===== src/ais_pkg.sv =====
// Package for the conversion input selection block
// Assumes a 16-bit core register port and a 40 MHz core clock
package ais_pkg;
    // ------------------------------------------------------------
    // Register map
    // ------------------------------------------------------------
    localparam logic [7:0] AIS_ADDR_CONV_CTRL = 8'h30;
    localparam logic [7:0] AIS_ADDR_SRC_SEL = 8'h3a;
    localparam logic [15:0] AIS_CONV_CTRL_RST = 16'h0000;
    localparam logic [15:0] AIS_SRC_SEL_RST = 16'h0000;
    localparam logic [15:0] AIS_CONV_CTRL_MASK = 16'h03ff;
    // ------------------------------------------------------------
    // Field layout
    // ------------------------------------------------------------
    localparam int AIS_CHAN_EN_LSB = 0;
    localparam int AIS_SLOT_EN_LSB = 4;
    localparam int AIS_SEQ_LSB = 8;
    localparam int AIS_SRC_W = 4;
    localparam int AIS_NUM_POS = 8;
    localparam int AIS_RES_W = 24;
    // ------------------------------------------------------------
    // Sequence commands
    // ------------------------------------------------------------
    localparam logic [1:0] AIS_SEQ_STOP_IDLE = 2'h0;
    localparam logic [1:0] AIS_SEQ_SINGLE = 2'h1;
    localparam logic [1:0] AIS_SEQ_CONT = 2'h2;
    localparam logic [1:0] AIS_SEQ_STOP_PDN = 2'h3;
    // ------------------------------------------------------------
    // Source codes
    // ------------------------------------------------------------
    localparam logic [3:0] AIS_SRC_ANALOGUE_GROUND = 4'h0;
    localparam logic [3:0] AIS_SRC_LAST_SHARED = 4'h9;
    localparam logic [3:0] AIS_SRC_FIRST_LOCAL = 4'ha;
    localparam logic [3:0] AIS_SRC_LAST_LOCAL = 4'hd;
    typedef enum logic [1:0] {AIS_IDLE, AIS_PICK, AIS_CONV} ais_state_t;
endpackage


===== src/ais_result_mem.sv =====
// Result store for the channel and diagnostic conversions
// Assumes one write port and one read port on the same clock
`timescale 1ns/100ps
module ais_result_mem #(
    parameter int DEPTH = 8,
    parameter int WIDTH = 24,
    parameter int AW = 3
) (
    // Clock and reset
    input wire logic i_mclk,
    input wire logic i_arst_n,
    // Write port
    input wire logic i_wr_en,
    input wire logic [AW-1:0] i_wr_addr,
    input wire logic [WIDTH-1:0] i_wr_data,
    // Read port
    input wire logic [AW-1:0] i_rd_addr,
    output logic [WIDTH-1:0] o_rd_data
);
    logic [WIDTH-1:0] mem_q [DEPTH];
    logic [WIDTH-1:0] rd_q;

    // Contents are not reset; read data register is
    always_ff @(posedge i_mclk)
    begin
        if (i_wr_en)
        begin
            mem_q[i_wr_addr] <= i_wr_data;
        end
    end

    always_ff @(posedge i_mclk or negedge i_arst_n)
    begin
        if (!i_arst_n)
        begin
            rd_q <= '0;
        end
        else
        begin
            rd_q <= mem_q[i_rd_addr];
        end
    end

    assign o_rd_data = rd_q;
endmodule


===== src/ais_input_select.sv =====
// Conversion input selection and sequencer for the shared converter
// Assumes a core register port and a converter that pulses done per conversion
`timescale 1ns/100ps
// Function
// - Control bits 0..3 enable channels A..D, results to entries 0..3.
// - Control bits 4..6 enable diagnostic slots 0..2, results to matching entries.
// - Control bit 7 enables diagnostic slot 3, result to entry 7.
// - Continuous mode repeatedly steps through only enabled channels and slots.
// - Source register holds four 4-bit fields, slot 3 at top, slot 0 lowest.
// - Codes 0000..1001 route the slot to shared supply or sensor nodes.
// - Codes 1010..1101 route slot n to points of channel n.
// - Codes 1110 and 1111 route the slot to analogue ground.
// - Source register at offset 0x3a, reset 0x0000, all slots on ground.
module ais_input_select
    import ais_pkg::*;
(
    // Clock and reset
    input wire logic i_mclk,
    input wire logic i_arst_n,
    // Register port
    input wire logic i_reg_wr,
    input wire logic i_reg_rd,
    input wire logic [7:0] i_reg_addr,
    input wire logic [15:0] i_reg_wdata,
    output logic [15:0] o_reg_rdata,
    // Converter side
    output logic o_conv_start,
    output logic o_conv_is_slot,
    output logic [1:0] o_conv_index,
    output logic [3:0] o_route_code,
    output logic o_route_local,
    output logic o_busy,
    input wire logic i_conv_done,
    input wire logic [ais_pkg::AIS_RES_W-1:0] i_conv_result,
    // Result readback
    input wire logic [2:0] i_res_addr,
    output logic [ais_pkg::AIS_RES_W-1:0] o_res_data
);
    import ais_pkg::*;

    // ------------------------------------------------------------
    // Helpers
    // ------------------------------------------------------------
    // Undefined codes fall back to ground
    function automatic logic [3:0] src_decode(input logic [3:0] code);
        if (code > AIS_SRC_LAST_LOCAL)
            return AIS_SRC_ANALOGUE_GROUND;
        return code;
    endfunction

    function automatic logic src_is_local(input logic [3:0] code);
        return (code >= AIS_SRC_FIRST_LOCAL) && (code <= AIS_SRC_LAST_LOCAL);
    endfunction

    // ------------------------------------------------------------
    // Registers and sequencer state
    // ------------------------------------------------------------
    logic [15:0] ctrl_q, ctrl_d;
    logic [15:0] src_q, src_d;
    logic [7:0] en_snap_q, en_snap_d;
    logic [15:0] src_snap_q, src_snap_d;
    logic [3:0] cur_q, cur_d;
    logic cont_q, cont_d;
    logic start_q, start_d;
    logic [3:0] route_q, route_d;
    logic local_q, local_d;
    logic [15:0] rdata_q, rdata_d;
    ais_state_t state_q, state_d;
    logic [1:0] seq_cmd;
    logic wr_seq;
    logic found;
    logic [3:0] next_pos;
    logic mem_wr;
    logic [3:0] field;

    assign seq_cmd = ctrl_q[AIS_SEQ_LSB+:2];
    assign wr_seq = i_reg_wr && (i_reg_addr == AIS_ADDR_CONV_CTRL);

    // Search for the next enabled position at or after the cursor
    always_comb
    begin
        found = 1'b0;
        next_pos = 4'h0;
        for (int i = AIS_NUM_POS - 1; i >= 0; i--)
        begin
            if ((4'(i) >= cur_q) && en_snap_q[i])
            begin
                found = 1'b1;
                next_pos = 4'(i);
            end
        end
    end

    assign field = src_snap_q[next_pos[1:0]*AIS_SRC_W+:AIS_SRC_W];

    always_comb
    begin
        ctrl_d = ctrl_q;
        src_d = src_q;
        en_snap_d = en_snap_q;
        src_snap_d = src_snap_q;
        cur_d = cur_q;
        cont_d = cont_q;
        start_d = 1'b0;
        route_d = route_q;
        local_d = local_q;
        state_d = state_q;
        mem_wr = 1'b0;
        rdata_d = rdata_q;
        if (wr_seq)
        begin
            ctrl_d = i_reg_wdata & AIS_CONV_CTRL_MASK;
        end
        if (i_reg_wr && (i_reg_addr == AIS_ADDR_SRC_SEL))
        begin
            src_d = i_reg_wdata;
        end
        if (i_reg_rd)
        begin
            case (i_reg_addr)
                AIS_ADDR_CONV_CTRL: rdata_d = ctrl_q;
                AIS_ADDR_SRC_SEL: rdata_d = src_q;
                default: rdata_d = 16'h0000;
            endcase
        end
        case (state_q)
            AIS_IDLE:
            begin
                if (wr_seq && ((i_reg_wdata[AIS_SEQ_LSB+:2] == AIS_SEQ_SINGLE) ||
                    (i_reg_wdata[AIS_SEQ_LSB+:2] == AIS_SEQ_CONT)))
                begin
                    // Snapshot at sequence start so mid-pass writes wait
                    en_snap_d = i_reg_wdata[7:0];
                    src_snap_d = src_q;
                    cont_d = (i_reg_wdata[AIS_SEQ_LSB+:2] == AIS_SEQ_CONT);
                    cur_d = 4'h0;
                    state_d = AIS_PICK;
                end
            end
            AIS_PICK:
            begin
                if (found)
                begin
                    cur_d = next_pos;
                    start_d = 1'b1;
                    if (next_pos[2])
                    begin
                        route_d = src_decode(field);
                        local_d = src_is_local(field);
                    end
                    else
                    begin
                        route_d = AIS_SRC_ANALOGUE_GROUND;
                        local_d = 1'b0;
                    end
                    state_d = AIS_CONV;
                end
                else if (cont_q && (seq_cmd == AIS_SEQ_CONT))
                begin
                    en_snap_d = ctrl_q[7:0];
                    src_snap_d = src_q;
                    cur_d = 4'h0;
                end
                else
                begin
                    cont_d = 1'b0;
                    state_d = AIS_IDLE;
                end
            end
            AIS_CONV:
            begin
                if (i_conv_done)
                begin
                    mem_wr = 1'b1;
                    cur_d = cur_q + 4'h1;
                    state_d = AIS_PICK;
                end
            end
            default: state_d = AIS_IDLE;
        endcase
    end

    always_ff @(posedge i_mclk or negedge i_arst_n)
    begin
        if (!i_arst_n)
        begin
            ctrl_q <= AIS_CONV_CTRL_RST;
            src_q <= AIS_SRC_SEL_RST;
            en_snap_q <= 8'h00;
            src_snap_q <= AIS_SRC_SEL_RST;
            cur_q <= 4'h0;
            cont_q <= 1'b0;
            start_q <= 1'b0;
            route_q <= AIS_SRC_ANALOGUE_GROUND;
            local_q <= 1'b0;
            rdata_q <= 16'h0000;
            state_q <= AIS_IDLE;
        end
        else
        begin
            ctrl_q <= ctrl_d;
            src_q <= src_d;
            en_snap_q <= en_snap_d;
            src_snap_q <= src_snap_d;
            cur_q <= cur_d;
            cont_q <= cont_d;
            start_q <= start_d;
            route_q <= route_d;
            local_q <= local_d;
            rdata_q <= rdata_d;
            state_q <= state_d;
        end
    end

    // ------------------------------------------------------------
    // Result store
    // ------------------------------------------------------------
    // Positions 0..3 are channels, 4..7 diagnostic slots
    ais_result_mem #(
        .DEPTH(AIS_NUM_POS),
        .WIDTH(AIS_RES_W),
        .AW(3)
    ) u_mem (
        .i_mclk(i_mclk),
        .i_arst_n(i_arst_n),
        .i_wr_en(mem_wr),
        .i_wr_addr(cur_q[2:0]),
        .i_wr_data(i_conv_result),
        .i_rd_addr(i_res_addr),
        .o_rd_data(o_res_data)
    );

    assign o_reg_rdata = rdata_q;
    assign o_conv_start = start_q;
    assign o_conv_is_slot = cur_q[2];
    assign o_conv_index = cur_q[1:0];
    assign o_route_code = route_q;
    assign o_route_local = local_q;
    assign o_busy = (state_q != AIS_IDLE);
endmodule


===== config.mk =====
export PLATFORM = sky130hd
export DESIGN_NAME = ais_input_select
export DESIGN_NICKNAME = d
export VERILOG_FILES = /design/src/ais_pkg.sv /design/src/ais_result_mem.sv /design/src/ais_input_select.sv
export SDC_FILE = /design/constraint.sdc
export NUM_CORES = 1
export LEC_CHECK = 0
export BUFFER_PORTS_ARGS = -buffer_cell sky130_fd_sc_hd__buf_2
export CAP_MARGIN = 20
export CORE_ASPECT_RATIO = 0.8
export CORE_MARGIN = 2
export CORE_UTILIZATION = 40
export DETAILED_ROUTE_END_ITERATION = 16
export GPL_TIMING_DRIVEN = 0
export PLACE_DENSITY = 0.55
export SYNTH_ARGS = -nofsm -noshare
export SYNTH_HDL_FRONTEND = slang
export SYNTH_SLANG_ARGS = --single-unit
export TNS_END_PERCENT = 30

===== constraint.sdc =====
create_clock -name i_mclk -period 3.73 [get_ports i_mclk]
set_clock_uncertainty 0.05 [all_clocks]
set_input_delay 0 -clock i_mclk [delete_from_list [all_inputs] [get_ports i_mclk]]
set_output_delay 0 -clock i_mclk [all_outputs]
set_load 0.05 [all_outputs]

==> results of run 1 <==
-- power breakdown --
group	total, mW	switching, mW	leakage, nW	internal (mW)
registers	3.88	0.154	3.07	3.73
logic	1.68	1.06	1.88	0.622
clock network	2.93	1.25	0.472	1.68
-- sequential cells by signal, summed over array words and instances, names as in the netlist --
register,cells
u_mem.mem_q,192
u_mem.o_rd_data,24
o_reg_rdata,16
src_q,16
src_snap_q,16
ctrl_q,10
en_snap_q,8
cur_q,4
o_route_code,4
state_q,2
cont_q,1
o_conv_start,1
o_route_local,1
-- per-layer routing --
metal	global-route usage (%)	part of all wire, %
met1	24.7	47
met2	27.4	47
met3	2.66	4.1
met4	4.44	2.2
met5	0	0
-- metrics by stage --
stage | cell area, sq um | setup TNS (ns) | std cells
detailed placement | 12700 | 0 | 1129
global placement | 12500 | -74.95 | 1120
global route | 14200 | 0 | 1237
CTS | 14200 | 0 | 1237
finish | 14200 | 0 | 1237
floorplan | 11500 | 0 | 648
-- cells by family (layout without fill, tap and decap cells) --
| logic type | Yosys count | after routing | share of synthesized area [%] |
|---|---|---|---|
| flip-flops | 295 | 295 | 72.3 |
| multiplexers | 131 | 131 | 17.4 |
| AND/OR/NAND/NOR | 91 | 91 | 3.55 |
| AO/OA/AOI/OAI | 76 | 76 | 4.14 |
| buffers and inverters | 46 | 265 | 1.68 |
| adder cells (fa/ha/maj) | 8 | 8 | 0.868 |
| XOR/XNOR | 1 | 1 | 0.0759 |
-- final timing paths --
path,start,end,cells past startpoint
max in group asynchronous,i_arst_n,u_mem.o_rd_data[2]$_DFF_PN0_,3
min,i_arst_n,o_conv_start$_DFF_PN0_,3
max,cur_q[0]$_DFFE_PN0P_,src_snap_q[2]$_DFFE_PN0P_,10
min in group i_mclk,i_reg_addr[6],o_reg_rdata[0]$_DFFE_PN0P_,5
max reg2reg,cur_q[0]$_DFFE_PN0P_,src_snap_q[2]$_DFFE_PN0P_,10
min reg2reg,src_snap_q[0]$_DFFE_PN0P_,src_snap_q[0]$_DFFE_PN0P_,1
-- placed cells by master (no fill, tap or decap), drive strengths merged, types with 2 or more instances in the layout --
master / n
edfxtp: 192
buf: 126
dfrtp: 103
mux2: 68
dlygate4sd3: 52
clkbuf: 50
mux4: 48
nand2: 37
nor2: 27
o21ai: 25
inv: 18
a21oi: 16
mux2i: 15
a22oi: 13
clkinv: 13
o31ai: 9
nand3: 8
ha: 8
nor3: 8
clkinvlp: 4
a21boi: 3
a31oi: 2
nand2b: 2
o21a: 2
bufinv: 2
o21bai: 2
-- synthesized netlist by cell type (2+ instances only) --
cell type,n
a21oi_1,16
mux2_2,32
a31oi_1,2
inv_1,16
mux4_2,48
nand2b_1,2
mux2_4,2
o21a_1,2
o21ai_0,4
ha_1,8
o31ai_1,9
nand3_1,8
a21boi_1,2
nand2_1,37
nor2_1,27
edfxtp_1,192
dfrtp_1,103
clkbuf_1,14
nor3_1,7
buf_1,7
buf_2,5
mux2i_1,15
mux2_1,34
o21ai_1,21
a22oi_1,13
buf_4,2
-- final cells by class --
class	instances	area, sq um
multi-input combinational	307	3060
clock inverter	20	168
timing repair buffer	163	1170
fill	2405	14200
inverter	17	63.8
tap	370	463
sequential	295	8340
buffer	29	130
clock buffer	36	805
-- worst max-delay path: stages, from the launching register on --
cell and delay [ns]:
dfrtp_1 0.55, inv_1 0.17, ha_1 0.24, nand3b_1 0.19, a21oi_1 0.23, a31oi_1 0.18, nor2_1 0.23, a22o_1 0.16
nand2_1 0.19, buf_2 0.29, mux2_1 0.34
==> impl_metrics.py, run 1 <==
metrics = {
    "global_route": {
        "antenna_found_initial": 0,
        "grt_pass1_vias": 6868,
        "grt-ovfl-total": 0,
        "grt_start_max_net_pins": 93,
        "grt_pass1_wl_um": 39600,
        "grt_usage_pct": 17.1,
    },
    "clock_network": {
        "cts_max_path_buffers": 3,
        "cts-root-buf": "clkbuf_16",
        "cts_resized": 0,
        "clk_latency_ns": 0.55,
        "cts_setup_buffers": 0,
        "postCtsHoldBufs": 52,
        "clk_pin_slew_worst_paths_ns": 0.06,
        "numCtsBuffers": 30,
        "htree_levels": 1,
        "clock_sinks": 295,
        "cts_tree": "done",
    },
    "synthesis": {
        "avgSynthCellArea_sq_um": 17.8,
        "ys_seq_area_share_pct": 72.3,
        "synthesis.instances": 648,
        "synth-edff-count": 192,
        "yosysWarnings": 0,
        "syn_nets": 712,
        "ys_async_sr_fraction_pct": 34.9,
        "synth_top_area_share_pct": 50.0,
        "synthFlopType": "edfxtp_1",
        "synth_area_leaders": "edfxtp_1 (50%), dfrtp_1 (22%), mux4_2 (9.4%)",
        "ys_types": 46,
        "synth_seq_cells": 295,
        "syn_area_sq_um": 11500,
        "synth.largest_area_cell": "edfxtp_1",
    },
    "sta": {
        "finalCritPeriodShare_pct": 78.8,
        "clock.fmax_ghz": 0.340,
        "setup_viol": 0,
        "fin_crit_ns": 2.94,
        "rsz0062_at_grt": "false",
        "maxSlewViolCount": 0,
        "timing.final.ws_setup_ns": 0.791,
        "worst_slew_pin_slew_ns": 1.01,
        "hold-worst-slack_ns": 0.0116,
        "relSlewSlack_pct": 32.9,
        "final-hold-violation-count": 0,
    },
    "worst_setup_path": {
        "critPathRequiredTime_ns": 4.11,
        "crit_type": "reg -> reg",
        "critPathCaptureType": "flop",
        "cp-start-kind": "flop",
        "arrival_ns": 3.32,
        "rrSetupSlack_ns": 0.79,
        "cp_max_fo": 10,
    },
    "power": {
        "power_density_nw_per_um2": 598,
        "p_leak_nw": 5.42,
        "power.total_mw": 8.49,
        "ir_drop_mv": 0.413,
    },
    "drt": {
        "ant_nets": 0,
        "first_pass_iters": 4,
        "wl_um": 25400,
        "drt_iter0_markers": 330,
        "wl_per_cell_um": 20.5,
        "vias_per_cell": 5.19,
        "drc_errors": 0,
        "via_count": 6421,
    },
    "place": {
        "place_ws_ns": 0.876,
        "gp_congestion": 0.802,
        "portBuffers": 102,
        "hpwl_um": 16400,
    },
    "floorplan": {
        "initial_core_util_pct": 40.7,
        "die-height_um": 156,
        "die_area_sq_um": 30200,
        "row_count": 55,
        "die_w_um": 194,
        "ioPinCount": 106,
        "coreArea_sq_um": 28400,
    },
    "cells_and_area": {
        "area_growth_pct": 23.1,
        "drive_gt1_share_pct": 30.3,
        "diodes": 0,
        "fin_util_pct": 50.1,
        "nets": 907,
    },
    "flow_run": {
        "cap_viol_max_count": 0,
    },
    "worst_hold_path": {
        "hp-class": "in -> async",
    },
    "run_status": {
        "status": "completed",
    },
}
No activity file was read; power rests on OpenSTA's default activity.
==> run 2: changes to the inputs <==
clock period = 2.8 ns   (was 3.73 ns; I/O delays follow)
==> run 2 against run 1 <==
  * Die area unchanged
  * Critical path depth down 5
  * Register-to-register slack worse by 0.67 ns
  * Worst setup slack got worse by 0.67 ns
  * Clock-buffer cell count up 1
  * Combinational power increased by 40%
  * Final cell count is 0.57% higher
  * Power up 40%
==> impl_metrics.py, run 2 (synthesis gave the netlist of run 1 again) <==
metrics = {
    "sta": {
        "worst_slew_pin_slew_ns": 0.930,
        "rsz0062_at_grt": "true",
        "hold-worst-slack_ns": 0.0103,
        "setup_viol": 0,
        "fin_crit_ns": 2.68,
        "clock.fmax_ghz": 0.373,
        "relSlewSlack_pct": 37.9,
        "final-hold-violation-count": 0,
        "timing.final.ws_setup_ns": 0.117,
        "maxSlewViolCount": 0,
        "finalCritPeriodShare_pct": 95.8,
    },
    "global_route": {
        "grt_pass1_wl_um": 39000,
        "grt_start_max_net_pins": 93,
        "grt_usage_pct": 16.9,
        "grt-ovfl-total": 0,
        "antenna_found_initial": 0,
        "grt_pass1_vias": 6704,
    },
    "floorplan": {
        "die_area_sq_um": 30200,
        "die-height_um": 156,
        "initial_core_util_pct": 40.7,
        "coreArea_sq_um": 28400,
        "ioPinCount": 106,
        "die_w_um": 194,
        "row_count": 55,
    },
    "drt": {
        "top_layer": "met4",
        "dr_wl_met2_um": 12000,
        "drc_errors": 0,
        "via_count": 6446,
        "wl_met1_um": 11600,
        "wl_um": 25100,
        "vias_per_cell": 5.18,
        "first_pass_iters": 7,
        "ant_nets": 0,
        "wl_per_cell_um": 20.2,
        "met3_length_um": 996,
        "drt_iter0_markers": 384,
    },
    "worst_setup_path": {
        "cp_max_fo": 24,
        "crit_type": "reg -> reg",
        "cp_slowest_stage_delay_ns": 0.83,
        "critPathRequiredTime_ns": 2.91,
        "path_delay_family": "simple AND/OR/NAND/NOR gates",
        "crit_path_cell_trace": "inv_1 > ha_1 > clkbuf_1 > nand3_1 > nor2_4",
        "critPathCaptureType": "flop",
        "arrival_ns": 2.80,
        "critPathBufInv": 2,
        "critical-path-slowest-cell": "nor2_4",
        "cp-start-kind": "flop",
    },
    "clock_network": {
        "clock_sinks": 295,
        "cts-root-buf": "clkbuf_16",
        "cts_tree": "done",
        "clk_pin_slew_worst_paths_ns": 0.06,
        "cts_max_path_buffers": 3,
        "numCtsBuffers": 31,
        "htree_levels": 1,
        "clk_latency_ns": 0.55,
    },
    "place": {
        "gp_congestion": 0.785,
        "dpl_cell_area_sq_um": 12700,
        "portBuffers": 102,
        "place_ws_ns": -0.0538,
        "hpwl_um": 16400,
    },
    "cells_and_area": {
        "largest_reg_flops": 192,
        "fin_util_pct": 51.0,
        "area_growth_pct": 25.3,
        "nets": 914,
        "nFillCells": 2373,
        "final_cell_area_sq_um": 14500,
        "top_register": "u_mem.mem_q",
        "layout_commonest_cell": "edfxtp_1",
        "final_cell_mix": "edfxtp_1 (192), buf_2 (104), dfrtp_1 (101)",
        "diodes": 0,
        "drive_gt1_share_pct": 31.6,
    },
    "worst_hold_path": {
        "hp-class": "in -> async",
    },
    "power": {
        "power_density_nw_per_um2": 822,
        "power.total_mw": 11.9,
        "ir_drop_mv": 0.519,
        "p_leak_nw": 5.53,
    },
    "run_status": {
        "status": "completed",
    },
    "flow_run": {
        "cap_viol_max_count": 0,
    },
}
==> run 2: cell count changes in the layout (fill, tap and decap cells not counted), moves of 3 or more <==
cell | previous run | this run
buf_6 | 8 | 4
buf_4 | 2 | 5
buf_8 | 0 | 3
bufinv_16 | 2 | 7
dlygate4sd3_1 | 52 | 55
==> run 2: through the flow <==
| step | TNS [ns] | std cells |
|---|---|---|
| after floorplan | -10.43 | 648 |
| after global placement | -217.04 | 1120 |
| after detailed placement | -0.472 | 1129 |
| after CTS | 0 | 1240 |
| after global routing | -2.79 | 1244 |
| final | 0 | 1244 |
==> run 2: where the power goes <==
part           switching, mW  internal (mW)  leakage [nW]
registers              0.198           4.97          3.07
clock network           1.65           2.72         0.537
logic                   1.47          0.878          1.92
==> run 2: metal layers <==
layer | global-route usage, % | vias to the layer above
met1 | 24.0 | 3350
met3 | 2.44 | 36
met5 | 0 | -
met4 | 4.26 | 0
met2 | 27.6 | 144
li1 | - | 2916
==> run 2: worst reg2reg max path, cell delays in order, from the launching register on <==
cell,delay (ns)
dfrtp_1,0.42
inv_1,0.11
ha_1,0.17
clkbuf_1,0.32
nand3_1,0.40
nor2_4,0.83
==> run 2: path summary, 6_finish.rpt <==
| check | cells past startpoint | end | slack, ns | start |
|---|---|---|---|---|
| hold / removal | 3 | cur_q[1]$_DFFE_PN0P_ | 0.01 | i_arst_n |
| min in group i_mclk | 5 | o_reg_rdata[2]$_DFFE_PN0P_ | 0.03 | i_reg_addr[5] |
| setup / recovery | 5 | u_mem.mem_q[1][18]$_DFFE_PP_ | 0.12 | state_q[0]$_DFFE_PN0P_ |
| hold reg to reg | 2 | o_route_code[1]$_DFFE_PN0P_ | 0.44 | o_route_code[1]$_DFFE_PN0P_ |
| setup reg to reg | 5 | u_mem.mem_q[1][18]$_DFFE_PP_ | 0.12 | state_q[0]$_DFFE_PN0P_ |
| max in group asynchronous | 3 | u_mem.o_rd_data[2]$_DFF_PN0_ | 1.73 | i_arst_n |
==> run 2: area by class of cell <==
class | instances | area (sq um) | area share [%]
sequential | 295 | 8350 | 57.7
multi-input combinational | 307 | 3090 | 21.4
timing repair buffer | 169 | 1260 | 8.70
clock buffer | 37 | 818 | 5.66
tap | 370 | 463 | 3.20
clock inverter | 20 | 284 | 1.96
buffer | 29 | 136 | 0.943
inverter | 17 | 63.8 | 0.441
==> run 2: repair_timing <==
| item | in CTS | in global routing |
|---|---|---|
| cloned | 0 | 0 |
| buffers inserted | 0 | 2 |
| endpoints found under the setup margin | 15 | 104 |
| hold endpoints to repair | 348 | 1 |
| hold buffers | 54 | 1 |
| gates resized for setup | 1 | 14 |
| pin swaps | 0 | 2 |
==> run 3: changes to the inputs <==
SYNTH_HIERARCHICAL = 1   (was unset)
==> run 3 against run 2 <==
  * The flow now finishes with violations (negative hold slack)
  * Clock-buffer cell count rose by 6
  * Largest cell class unchanged
  * First-iteration DRC count is 23% higher
  * Maximum frequency down 1.9%
  * Highest routed layer unchanged
  * Critical path type unchanged
  * Synthesized area is 2.0% higher
  * Wire length up 6.6%
==> impl_metrics.py, run 3 <==
metrics = {
    "run_status": {
        "status": "complete, but fails checks",
        "violations": "negative hold slack",
    },
    "worst_setup_path": {
        "cp_max_fo": 8,
        "crit_type": "reg -> reg",
        "rrSetupSlack_ns": 0.06,
        "critPathCaptureType": "flop",
        "cp-start-kind": "flop",
        "arrival_ns": 3.11,
        "critPathRequiredTime_ns": 3.18,
    },
    "cells_and_area": {
        "largest_reg_flops": 192,
        "nets": 934,
        "top_register": "u_mem/mem_q",
        "instances_no_fill": 1270,
        "diodes": 0,
        "final_cell_mix": "edfxtp_1 (192), buf_2 (109), dfrtp_1 (101)",
        "nFillCells": 2447,
        "drive_gt1_share_pct": 36.1,
        "fin_util_pct": 50.4,
        "layout_commonest_cell": "edfxtp_1",
        "area_growth_pct": 24.7,
    },
    "synthesis": {
        "synthFlopType": "edfxtp_1",
        "synth_seq_cells": 295,
        "synthesis.instances": 663,
        "syn_area_sq_um": 11800,
        "synth.largest_area_cell": "edfxtp_1",
        "avgSynthCellArea_sq_um": 17.7,
        "synth_area_leaders": "edfxtp_1 (49%), dfrtp_1 (22%), mux4_2 (9.2%)",
        "ys_async_sr_fraction_pct": 34.9,
        "yosysMostFrequentCell": "edfxtp_1",
        "syn_nets": 727,
        "synth-edff-count": 192,
        "synth_common_cells": "edfxtp_1 (192), dfrtp_1 (103), mux4_2 (48)",
        "ys_seq_area_share_pct": 70.9,
        "ys_types": 58,
        "synth_top_area_share_pct": 49.0,
        "yosysWarnings": 6,
    },
    "power": {
        "ir_drop_mv": 0.426,
        "power_density_nw_per_um2": 809,
        "p_leak_nw": 5.66,
    },
    "drt": {
        "drc_errors": 0,
        "ant_nets": 0,
        "wl_met1_um": 12600,
        "drt_iter0_markers": 473,
        "vias_per_cell": 5.24,
        "wl_um": 26800,
        "via_count": 6658,
        "top_layer": "met4",
        "first_pass_iters": 5,
        "met3_length_um": 1100,
        "dr_wl_met2_um": 12600,
        "wl_per_cell_um": 21.1,
    },
    "clock_network": {
        "clock_sinks": 295,
        "cts-root-buf": "clkbuf_16",
        "htree_levels": 1,
        "numCtsBuffers": 29,
        "clk_pin_slew_worst_paths_ns": 0.06,
        "cts_tree": "done",
        "clk_latency_ns": 0.55,
        "cts_max_path_buffers": 3,
    },
    "floorplan": {
        "initial_core_util_pct": 40.4,
        "die_area_sq_um": 30800,
        "die-height_um": 157,
        "coreArea_sq_um": 29100,
        "row_count": 56,
        "die_w_um": 196,
        "ioPinCount": 106,
    },
    "global_route": {
        "grt-ovfl-total": 0,
        "grt_pass1_wl_um": 41200,
        "grt_start_max_net_pins": 94,
        "grt_pass1_vias": 7093,
        "grt_usage_pct": 17.6,
        "antenna_found_initial": 0,
    },
    "sta": {
        "maxSlewViolCount": 0,
        "clock.fmax_ghz": 0.366,
        "final-hold-violation-count": 8,
        "tns_ns": 0,
        "relSlewSlack_pct": 35.8,
        "fin_crit_ns": 2.74,
        "setup_viol": 0,
        "finalCritPeriodShare_pct": 97.7,
        "hold-worst-slack_ns": -0.0209,
        "worst_slew_pin_slew_ns": 0.963,
        "timing.final.ws_setup_ns": 0.0643,
    },
    "worst_hold_path": {
        "hp-class": "in -> async",
    },
    "place": {
        "hpwl_um": 17500,
        "gp_congestion": 0.807,
        "dpl.cell_count": 1154,
        "place_ws_ns": -0.358,
        "portBuffers": 102,
    },
    "flow_run": {
        "cap_viol_max_count": 0,
    },
}
[run 3: cell count changes in the layout (fill, tap and decap cells not counted), sizes merged, moves of 5 or more]
cell	change
buf	+12
bufinv	-5
nand2b	+5
a21boi	+5
a32o	+5
and3	+5
nand2	-8
[run 3: worst paths after layout]
path                                        startpoint                           end  cells after the start
min reg2reg                o_route_code[3]$_DFFE_PN0P_   o_route_code[3]$_DFFE_PN0P_                      1
max in group asynchronous                     i_arst_n  u_mem/o_rd_data[3]$_DFF_PN0_                      3
min                                           i_arst_n        state_q[1]$_DFFE_PN0P_                      3
max reg2reg                       cur_q[1]$_DFFE_PN0P_     o_route_local$_DFFE_PN0P_                     10
min in group i_mclk                      i_res_addr[2]  u_mem/o_rd_data[4]$_DFF_PN0_                      3
max                               cur_q[1]$_DFFE_PN0P_     o_route_local$_DFFE_PN0P_                     10
[run 3: final cells by class]
class	instances	area, sq um	share of cell area (%)
inverter	19	71.3	0.486
buffer	30	195	1.33
tap	377	472	3.21
multi-input combinational	319	3320	22.6
timing repair buffer	176	1350	9.21
clock buffer	43	812	5.53
clock inverter	11	106	0.725
sequential	295	8350	56.9
[run 3: kinds of logic after synthesis]
logic type               Yosys count  share of synthesized area (%)
AO/OA/AOI/OAI                     88                           5.20
XOR/XNOR                           1                         0.0745
adder cells (fa/ha/maj)            8                          0.851
buffers and inverters             49                           2.21
flip-flops                       295                           70.9
multiplexers                     123                           16.6
AND/OR/NAND/NOR                   99                           4.13
[run 3: worst max-delay path, cell delays in order (launching register included)]
cell and delay (ns):
dfrtp_2 0.43, buf_8 0.16, ha_4 0.18, nand3b_4 0.09
a21oi_4 0.08, or4_4 0.52, buf_6 0.15, a311o_1 0.30
o32a_1 0.23, xor2_1 0.17, a32o_1 0.26
[run 3: per-layer routing]
metal / GRT usage [%] / vias to the layer above
met2: 28.4 / 147
met3: 2.94 / 43
met1: 25.1 / 3473
met4: 4.11 / 0
met5: 0 / -
li1: - / 2995
[run 3: report_power, final]
group	leakage, nW	internal [mW]	switching [mW]	total [mW]
Sequential	3.07	4.97	0.209	5.18
Combinational	2.14	1.17	1.78	2.95
Clock	0.455	2.18	1.57	3.75
Total	5.66	8.32	3.55	11.9
[run 3: repair_timing]
item | CTS | global route
pin swaps | 0 | 2
hold buffers | 53 | 0
endpoints found under the setup margin | 30 | 32
endpoints found under the hold margin | 352 | 0
buffers inserted | 4 | 4
resized for setup | 6 | 18
gates cloned | 0 | 1
[run 3: metrics by stage]
step / power [mW] / cell area (sq um)
6_report: 11.9 / 14700
5_1_grt: 12.4 / 14700
4_1_cts: 11.8 / 14500
3_5_place_dp: 7.87 / 13000
3_3_place_gp: 7.73 / 12800
2_1_floorplan: 7.10 / 11800
